[src/verilog/pwp_pkg.sv]
package pwp_pkg;

   // -------------------------------------------------------------
   // widths
   // -------------------------------------------------------------
   localparam int PWP_BLK_W   = 11;
   localparam int PWP_LINE_W  = 5;
   localparam int PWP_DATA_W  = 32;
   localparam int PWP_CMD_W   = 8;
   localparam int PWP_LAT_W   = 8;
   localparam int PWP_NLVL    = 8;

   // -------------------------------------------------------------
   // mailbox codes
   // -------------------------------------------------------------
   localparam logic [7:0]  PWP_CMD_LATENCY = 8'h06;
   localparam logic [7:0]  PWP_CMD_BLKTIME = 8'h23;
   localparam logic [7:0]  PWP_CODE_OK     = 8'h00;
   localparam logic [7:0]  PWP_CODE_BADCMD = 8'h01;
   localparam logic [7:0]  PWP_CODE_NOFW   = 8'h02;
   localparam logic [31:0] PWP_SET_LOW     = 32'h0000_0000;
   localparam logic [31:0] PWP_SET_HIGH    = 32'h0000_0001;
   localparam logic [31:0] PWP_ZERO_WORD   = 32'h0000_0000;

   // -------------------------------------------------------------
   // priority levels and reset values
   // -------------------------------------------------------------
   localparam logic        PWP_PRIO_HIGH   = 1'h1;
   localparam logic        PWP_PRIO_LOW    = 1'h0;
   localparam logic        PWP_MVS_RESET   = 1'h1;

   // -------------------------------------------------------------
   // timing
   // -------------------------------------------------------------
   localparam int PWP_CLK_MHZ        = 25;
   localparam int PWP_TIMEOUT_US     = 100;
   localparam int PWP_TIMEOUT_CYC    = PWP_TIMEOUT_US * PWP_CLK_MHZ;

   // -------------------------------------------------------------
   // carriers
   // -------------------------------------------------------------
   typedef struct packed {
      logic                  en;
      logic [PWP_LINE_W-1:0] lines;
      logic [PWP_BLK_W-1:0]  blocks;
   } pwp_wm_s;

   typedef struct packed {
      logic                  run;
      logic [PWP_CMD_W-1:0]  cmd;
      logic [PWP_DATA_W-1:0] word0;
      logic [PWP_DATA_W-1:0] word1;
   } pwp_mbox_s;

   typedef enum logic [1:0] {
      PWP_MB_IDLE = 2'b00,
      PWP_MB_WAIT = 2'b01,
      PWP_MB_DONE = 2'b10
   } pwp_mb_state_e;

endpackage : pwp_pkg

[src/verilog/pwp_mailbox.sv]
`timescale 1ns/1ns
module pwp_mailbox
   import pwp_pkg::*;
#(
   parameter int TIMEOUT_CYC = PWP_TIMEOUT_CYC
)(
   // clock and reset
   input  wire logic                  clk_i,
   input  wire logic                  rst_b_i,
   input  wire logic                  ce_i,
   // software side
   input  wire logic                  mb_wr_i,
   input  wire pwp_mbox_s             mb_req_i,
   output logic                       mb_busy_o,
   output logic [PWP_CMD_W-1:0]       mb_code_o,
   output logic [PWP_DATA_W-1:0]      mb_word_zero_o,
   output logic                       mb_timeout_o,
   // firmware side
   output logic                       fw_req_o,
   output logic [PWP_CMD_W-1:0]       fw_cmd_o,
   output logic [PWP_DATA_W-1:0]      fw_word_zero_o,
   input  wire logic                  fw_ack_i,
   input  wire logic [PWP_CMD_W-1:0]  fw_code_i,
   input  wire logic [PWP_DATA_W-1:0] fw_data_i
);

   // -------------------------------------------------------------
   // mailbox state
   // -------------------------------------------------------------
   pwp_mb_state_e          st_reg, st_next;
   logic [PWP_CMD_W-1:0]   cmd_reg, cmd_next;
   logic [PWP_CMD_W-1:0]   code_reg, code_next;
   logic [PWP_DATA_W-1:0]  w0_reg, w0_next;
   logic [15:0]            tmr_reg, tmr_next;
   logic                   to_reg, to_next;

   function automatic logic known_cmd(input logic [PWP_CMD_W-1:0] c);
      known_cmd = (c == PWP_CMD_LATENCY) || (c == PWP_CMD_BLKTIME);
   endfunction : known_cmd

   always_comb
   begin
      st_next   = st_reg;
      cmd_next  = cmd_reg;
      code_next = code_reg;
      w0_next   = w0_reg;
      tmr_next  = tmr_reg;
      to_next   = to_reg;
      case (st_reg)
         PWP_MB_IDLE, PWP_MB_DONE:
         begin
            if (mb_wr_i && mb_req_i.run)
            begin
               cmd_next  = mb_req_i.cmd;
               w0_next   = mb_req_i.word0;
               code_next = mb_req_i.cmd;
               tmr_next  = '0;
               to_next   = 1'b0;
               if (known_cmd(mb_req_i.cmd))
                  st_next = PWP_MB_WAIT;
               else
               begin
                  code_next = PWP_CODE_BADCMD;
                  st_next   = PWP_MB_DONE;
               end
            end
         end
         PWP_MB_WAIT:
         begin
            if (fw_ack_i)
            begin
               code_next = fw_code_i;
               w0_next   = fw_data_i;
               st_next   = PWP_MB_DONE;
            end
            else if (tmr_reg == 16'(TIMEOUT_CYC - 1))
            begin
               code_next = PWP_CODE_NOFW;
               to_next   = 1'b1;
               st_next   = PWP_MB_DONE;
            end
            else
               tmr_next = tmr_reg + 16'h0001;
         end
         default:
            st_next = PWP_MB_IDLE;
      endcase
   end

   always_ff @(posedge clk_i or negedge rst_b_i)
   begin
      if (!rst_b_i)
      begin
         st_reg   <= PWP_MB_IDLE;
         cmd_reg  <= '0;
         code_reg <= PWP_CODE_OK;
         w0_reg   <= '0;
         tmr_reg  <= '0;
         to_reg   <= 1'b0;
      end
      else if (ce_i)
      begin
         st_reg   <= st_next;
         cmd_reg  <= cmd_next;
         code_reg <= code_next;
         w0_reg   <= w0_next;
         tmr_reg  <= tmr_next;
         to_reg   <= to_next;
      end
   end

   assign mb_busy_o      = (st_reg == PWP_MB_WAIT);
   assign mb_code_o      = code_reg;
   assign mb_word_zero_o = w0_reg;
   assign mb_timeout_o   = to_reg;
   assign fw_req_o       = (st_reg == PWP_MB_WAIT);
   assign fw_cmd_o       = cmd_reg;
   assign fw_word_zero_o = w0_reg;

endmodule : pwp_mailbox

[src/verilog/pwp_plane_ctl.sv]
`timescale 1ns/1ns
module pwp_plane_ctl
   import pwp_pkg::*;
#(
   parameter int NPLANE      = 2,
   parameter int TIMEOUT_CYC = PWP_TIMEOUT_CYC
)(
   // clock and reset
   input  wire logic                         clk_i,
   input  wire logic                         rst_b_i,
   input  wire logic                         ce_i,
   // plane configuration, pending copies
   input  wire logic [NPLANE-1:0]            prio_ctl_en_i,
   input  wire logic [NPLANE-1:0]            wm_wr_i,
   input  wire pwp_wm_s [NPLANE-1:0]         wm_level0_i,
   input  wire pwp_wm_s [NPLANE-1:0]         wm_trans_i,
   input  wire logic [NPLANE-1:0][PWP_BLK_W-1:0] buf_alloc_i,
   input  wire logic [NPLANE-1:0]            surf_base_wr_i,
   // plane fetch status
   input  wire logic [NPLANE-1:0][PWP_BLK_W-1:0] fill_i,
   output logic [NPLANE-1:0]                 high_prio_o,
   output pwp_wm_s [NPLANE-1:0]              wm_level0_act_o,
   output pwp_wm_s [NPLANE-1:0]              wm_trans_act_o,
   // memory voltage scaling
   input  wire logic                         mvs_wr_i,
   input  wire logic                         mvs_en_i,
   output logic                              mvs_en_o,
   // firmware_command_mailbox, software side
   input  wire logic                         mb_wr_i,
   input  wire pwp_mbox_s                    mb_req_i,
   output logic                              mb_busy_o,
   output logic [PWP_CMD_W-1:0]              mb_code_o,
   output logic [PWP_DATA_W-1:0]             mb_word_zero_o,
   output logic                              mb_timeout_o,
   // firmware side
   output logic                              fw_req_o,
   output logic [PWP_CMD_W-1:0]              fw_cmd_o,
   output logic [PWP_DATA_W-1:0]             fw_word_zero_o,
   input  wire logic                         fw_ack_i,
   input  wire logic [PWP_CMD_W-1:0]         fw_code_i,
   input  wire logic [PWP_DATA_W-1:0]        fw_data_i
);

   // -------------------------------------------------------------
   // voltage scaling enable
   // -------------------------------------------------------------
   logic mvs_reg, mvs_next;

   always_comb
   begin
      mvs_next = mvs_reg;
      if (mvs_wr_i)
         mvs_next = mvs_en_i;
   end

   always_ff @(posedge clk_i or negedge rst_b_i)
   begin
      if (!rst_b_i)
         mvs_reg <= PWP_MVS_RESET;
      else if (ce_i)
         mvs_reg <= mvs_next;
   end

   assign mvs_en_o = mvs_reg;

   // -------------------------------------------------------------
   // transition threshold
   // -------------------------------------------------------------
   // transition lines are never looked at
   function automatic logic [PWP_BLK_W-1:0] trans_level
   (
      input pwp_wm_s              tr,
      input logic [PWP_BLK_W-1:0] top
   );
      trans_level = tr.en ? tr.blocks : top;
   endfunction : trans_level

   // -------------------------------------------------------------
   // priority decision
   // -------------------------------------------------------------
   function automatic logic next_prio
   (
      input logic                 ctl_en,
      input logic                 cur,
      input logic [PWP_BLK_W-1:0] fill,
      input logic [PWP_BLK_W-1:0] hi_thr,
      input logic [PWP_BLK_W-1:0] lo_thr
   );
      next_prio = cur;
      if (!ctl_en)
         next_prio = PWP_PRIO_HIGH;
      else if (cur && (fill > hi_thr))
         next_prio = PWP_PRIO_LOW;
      else if (!cur && (fill < lo_thr))
         next_prio = PWP_PRIO_HIGH;
   endfunction : next_prio

   // -------------------------------------------------------------
   // per-plane watermark and priority
   // -------------------------------------------------------------
   genvar p;
   generate
      for (p = 0; p < NPLANE; p++)
      begin : g_plane
         pwp_wm_s pend_l0_reg, pend_l0_next;
         pwp_wm_s pend_tr_reg, pend_tr_next;
         pwp_wm_s act_l0_reg, act_l0_next;
         pwp_wm_s act_tr_reg, act_tr_next;

         logic    prio_reg, prio_next;
         logic [PWP_BLK_W-1:0] tr_thr;
         logic [PWP_BLK_W-1:0] l0_thr;

         // -------------------------------------------------------
         // pending and active watermarks
         // -------------------------------------------------------
         always_comb
         begin
            pend_l0_next = pend_l0_reg;
            pend_tr_next = pend_tr_reg;
            act_l0_next  = act_l0_reg;
            act_tr_next  = act_tr_reg;
            if (wm_wr_i[p])
            begin
               pend_l0_next = wm_level0_i[p];
               pend_tr_next = wm_trans_i[p];
            end
            if (surf_base_wr_i[p])
            begin
               act_l0_next = wm_wr_i[p] ? wm_level0_i[p] : pend_l0_reg;
               act_tr_next = wm_wr_i[p] ? wm_trans_i[p] : pend_tr_reg;
            end
         end

         always_ff @(posedge clk_i or negedge rst_b_i)
         begin
            if (!rst_b_i)
            begin
               pend_l0_reg <= '0;
               pend_tr_reg <= '0;
               act_l0_reg  <= '0;
               act_tr_reg  <= '0;
            end
            else if (ce_i)
            begin
               pend_l0_reg <= pend_l0_next;
               pend_tr_reg <= pend_tr_next;
               act_l0_reg  <= act_l0_next;
               act_tr_reg  <= act_tr_next;
            end
         end

         // -------------------------------------------------------
         // request priority
         // -------------------------------------------------------
         assign tr_thr = trans_level(act_tr_reg, buf_alloc_i[p]);
         assign l0_thr = act_l0_reg.blocks;

         always_comb
         begin
            prio_next = next_prio(prio_ctl_en_i[p], prio_reg, fill_i[p],
                                  tr_thr, l0_thr);
         end

         always_ff @(posedge clk_i or negedge rst_b_i)
         begin
            if (!rst_b_i)
               prio_reg <= PWP_PRIO_HIGH;
            else if (ce_i)
               prio_reg <= prio_next;
         end

         assign high_prio_o[p]     = prio_reg;
         assign wm_level0_act_o[p] = act_l0_reg;
         assign wm_trans_act_o[p]  = act_tr_reg;
      end
   endgenerate

   // -------------------------------------------------------------
   // firmware command mailbox
   // -------------------------------------------------------------
   pwp_mailbox #(
      .TIMEOUT_CYC (TIMEOUT_CYC)
   ) u_mailbox (
      .clk_i          (clk_i),
      .rst_b_i        (rst_b_i),
      .ce_i           (ce_i),
      .mb_wr_i        (mb_wr_i),
      .mb_req_i       (mb_req_i),
      .mb_busy_o      (mb_busy_o),
      .mb_code_o      (mb_code_o),
      .mb_word_zero_o (mb_word_zero_o),
      .mb_timeout_o   (mb_timeout_o),
      .fw_req_o       (fw_req_o),
      .fw_cmd_o       (fw_cmd_o),
      .fw_word_zero_o (fw_word_zero_o),
      .fw_ack_i       (fw_ack_i),
      .fw_code_i      (fw_code_i),
      .fw_data_i      (fw_data_i)
   );

endmodule : pwp_plane_ctl
[config.mk]
export PLATFORM = sky130hd
export DESIGN_NAME = pwp_plane_ctl
export DESIGN_NICKNAME = d
export VERILOG_FILES = /design/src/verilog/pwp_pkg.sv /design/src/verilog/pwp_mailbox.sv /design/src/verilog/pwp_plane_ctl.sv
export SDC_FILE = /design/constraint.sdc
export NUM_CORES = 1
export LEC_CHECK = 0
export BUFFER_PORTS_ARGS = -buffer_cell sky130_fd_sc_hd__buf_2
export CAP_MARGIN = 20
export CORE_AREA = 2 2 152 154
export DETAILED_ROUTE_END_ITERATION = 6
export DIE_AREA = 0 0 154 156
export PLACE_DENSITY = 0.84
export SYNTH_ARGS = -nofsm -noshare
export SYNTH_HDL_FRONTEND = slang
export SYNTH_SLANG_ARGS = --single-unit
[constraint.sdc]
create_clock -name clk_i -period 3.1 [get_ports clk_i]
set_input_delay 0.62 -clock clk_i [delete_from_list [all_inputs] [get_ports clk_i]]
set_output_delay 0.62 -clock clk_i [all_outputs]
set_load 0.005 [all_outputs]
==> out/qor.yml <==
floorplan.initialDensity_pct: 46.4
io_buffers: 359
arrival_ns: 1.97
layout_common_cells: "buf_2, dfrtp_1, mux2i_1, a21oi_1, nand2_1"
place.gp.congestion: 0.897
start_kind: "flop"
grt_pass1_wl_um: 42300
grt_setup_unrepaired: "no"
synth_ff_type: "dfrtp_1"
p_per_area_mw_per_mm2: 576
boundaryPins: 392
viasPerCell: 5.28
path_class: "reg2out"
fin_util_pct: 57.8
cts_hold_buffers: 0
cp_max_fo: 49
grt_antenna_before_repair: 2
num_vias: 8340
clkSinkCount: 206
root_buffer: "clkbuf_16"
placed_area_mm2: 0.0122
power.leakage_uw: 0.00650
drive_gt1_share_pct: 37.7
synth_cells: 966
worstPathCellList: "nand2b_1, inv_2, buf_4, buf_2"
cap_violations: 0
path_clk_slew_ns: 0.06
synth_nets: 1247
fin_crit_sh_pct: 83.4
hold_path_class: "in2async"
cp.required_ns: 2.48
grt_pass1_vias: 8427
grt_max_degree: 70
setup-violations-final: 0
track_usage_pct: 21.7
peakVddDrop_mv: 0.473
wl_um: 27000
yosys_warnings: 0
core_mm2: 0.0224
path_buf_inv: 3
drv_slew: 0
finalCriticalPeriod_ns: 2.59
slew_headroom_pct: 39.5
rows: 55
htreeDepth: 1
cts_setup_buffers: 0
stdcell_area_mm2: 0.0129
drtIter0Drc: 502
worst_slew_pin_slew_ns: 0.907
slowest_stage: "buf_4"
final_nets: 1557
synth.distinct_cells: 52
clk_latency_ns: 0.50
filler_cell_count: 1883
dr.pass1.iters: 4
ys_ff_latch: 206
cpPeakStageDelay_ns: 0.55
status: "finished clean"
synth_edf_count: 0
cts_resized: 0
syn-cell-area_mm2: 0.0104
max_freq_ghz: 0.387
dieArea_mm2: 0.0240
syn_area_per_cell_um2: 10.8
cts_buffers: 22
finalClockSkew_ns: 0.0172
finalSetupTns_ns: 0
die_h_um: 156
hpwl_um: 20000
ys_seq_area_share_pct: 49.7
endpoint_kind: "output pin"
wire_per_inst_um: 17.1
die_w_um: 154
finalHoldViolations: 0
postRouteAntennaNets: 0
clock_path_buffers: 3
area_growth_pct: 24.5
layout_commonest_cell: "buf_2"
cp_top_family: "buffers and inverters"
grt_overflow: 0
cts_tree: "done"
drc_errors: 0
async_reset_ff_share_pct: 100
-- kinds of logic (layout without fill, tap and decap cells) --
group,count (synthesis),after routing,synth area share (%)
other cells,0,2,0
compound gates,184,184,10.3
mux,193,193,19.5
buf+inv,115,441,5.61
xor+xnor,5,5,0.422
simple gates,220,220,9.38
fa+ha+maj,43,43,5.18
flops,206,206,49.7
-- final cells by class --
class,count,area (um^2),share of cell area [%]
antenna,2,5.00,0.0387
clock buffer,37,678,5.24
clock inverter,3,42.5,0.329
inverter,28,105,0.813
multi-input combinational,645,4650,35.9
sequential,206,5160,39.9
tap,285,357,2.76
timing repair buffer,373,1940,15.0
-- power by group --
group / internal (uW) / total (uW) / leakage, uW / switching, uW
combinational: 752 / 1480 / 0.00370 / 729
sequential: 3070 / 3350 / 0.00245 / 279
clock: 1570 / 2610 / 0.000348 / 1040
total: 5390 / 7440 / 0.00650 / 2050
-- per-stage QoR --
step	total power, uW	worst slack [ns]	std cells	hold slack, ns
2_1_floorplan	4210	0.827	966	0.324
3_3_place_gp	4800	0.662	1537	0.456
3_5_place_dp	4880	0.549	1537	0.464
4_1_cts	7520	0.492	1577	0.150
5_1_grt	7830	0.417	1577	0.155
6_report	7440	0.514	1579	0.137
-- final timing paths --
check / start / end / slack (ns) / cells past startpoint
worst max-delay path: u_mailbox.st_reg[1]$_DFFE_PN0P_ / fw_req_o / 0.51 / 4
max in group asynchronous: rst_b_i / u_mailbox.tmr_reg[3]$_DFFE_PN0P_ / 2.22 / 2
worst max register to register: wm_trans_act_o[16]$_DFFE_PN0P_ / g_plane[0].prio_reg$_DFFE_PN1P_ / 0.73 / 7
min in group clk_i: mb_req_i[68] / u_mailbox.fw_cmd_o[4]$_DFFE_PN0P_ / 0.34 / 3
worst min-delay path: rst_b_i / u_mailbox.fw_cmd_o[5]$_DFFE_PN0P_ / 0.14 / 1
worst min register to register: u_mailbox.mb_code_o[0]$_DFFE_PN0P_ / u_mailbox.mb_code_o[0]$_DFFE_PN0P_ / 0.48 / 2
-- synth_stat cells (all sizes together) (2+ instances only) --
cell type	count	area [um^2]
nand2	84	315
a21oi	90	450
nand3b	2	15.0
o21a	2	15.0
o22ai	2	12.5
inv	28	105
o2111ai	2	17.5
clkbuf	34	128
a211oi	3	22.5
or3	4	25.0
nor2	83	312
nor3b	2	15.0
mux2	72	811
nand4	9	56.3
and2	3	18.8
o221ai	2	17.5
dfstp	3	78.8
ha	43	538
xnor2	5	43.8
a31oi	4	25.0
a32o	2	20.0
a211o	2	17.5
or4	3	22.5
mux2i	121	1210
a22o	6	52.6
nand2b	7	43.8
o21ai	49	245
a2111oi	4	35.0
and3	6	42.5
buf	53	350
nor3	2	10.0
a21o	4	37.5
nor4b	2	17.5
o31ai	6	45.0
dfrtp	203	5080
nand3	8	40.0
-- routing by layer --
metal | track usage [%] | share of wire [%] | up-vias
li1 | - | - | 4010
met1 | 26.8 | 41 | 3960
met2 | 37.5 | 48 | 310
met3 | 5.58 | 8.0 | 60
met4 | 6.41 | 2.6 | 0
met5 | 0 | 0 | -
Power figures use the tool's default switching activity.
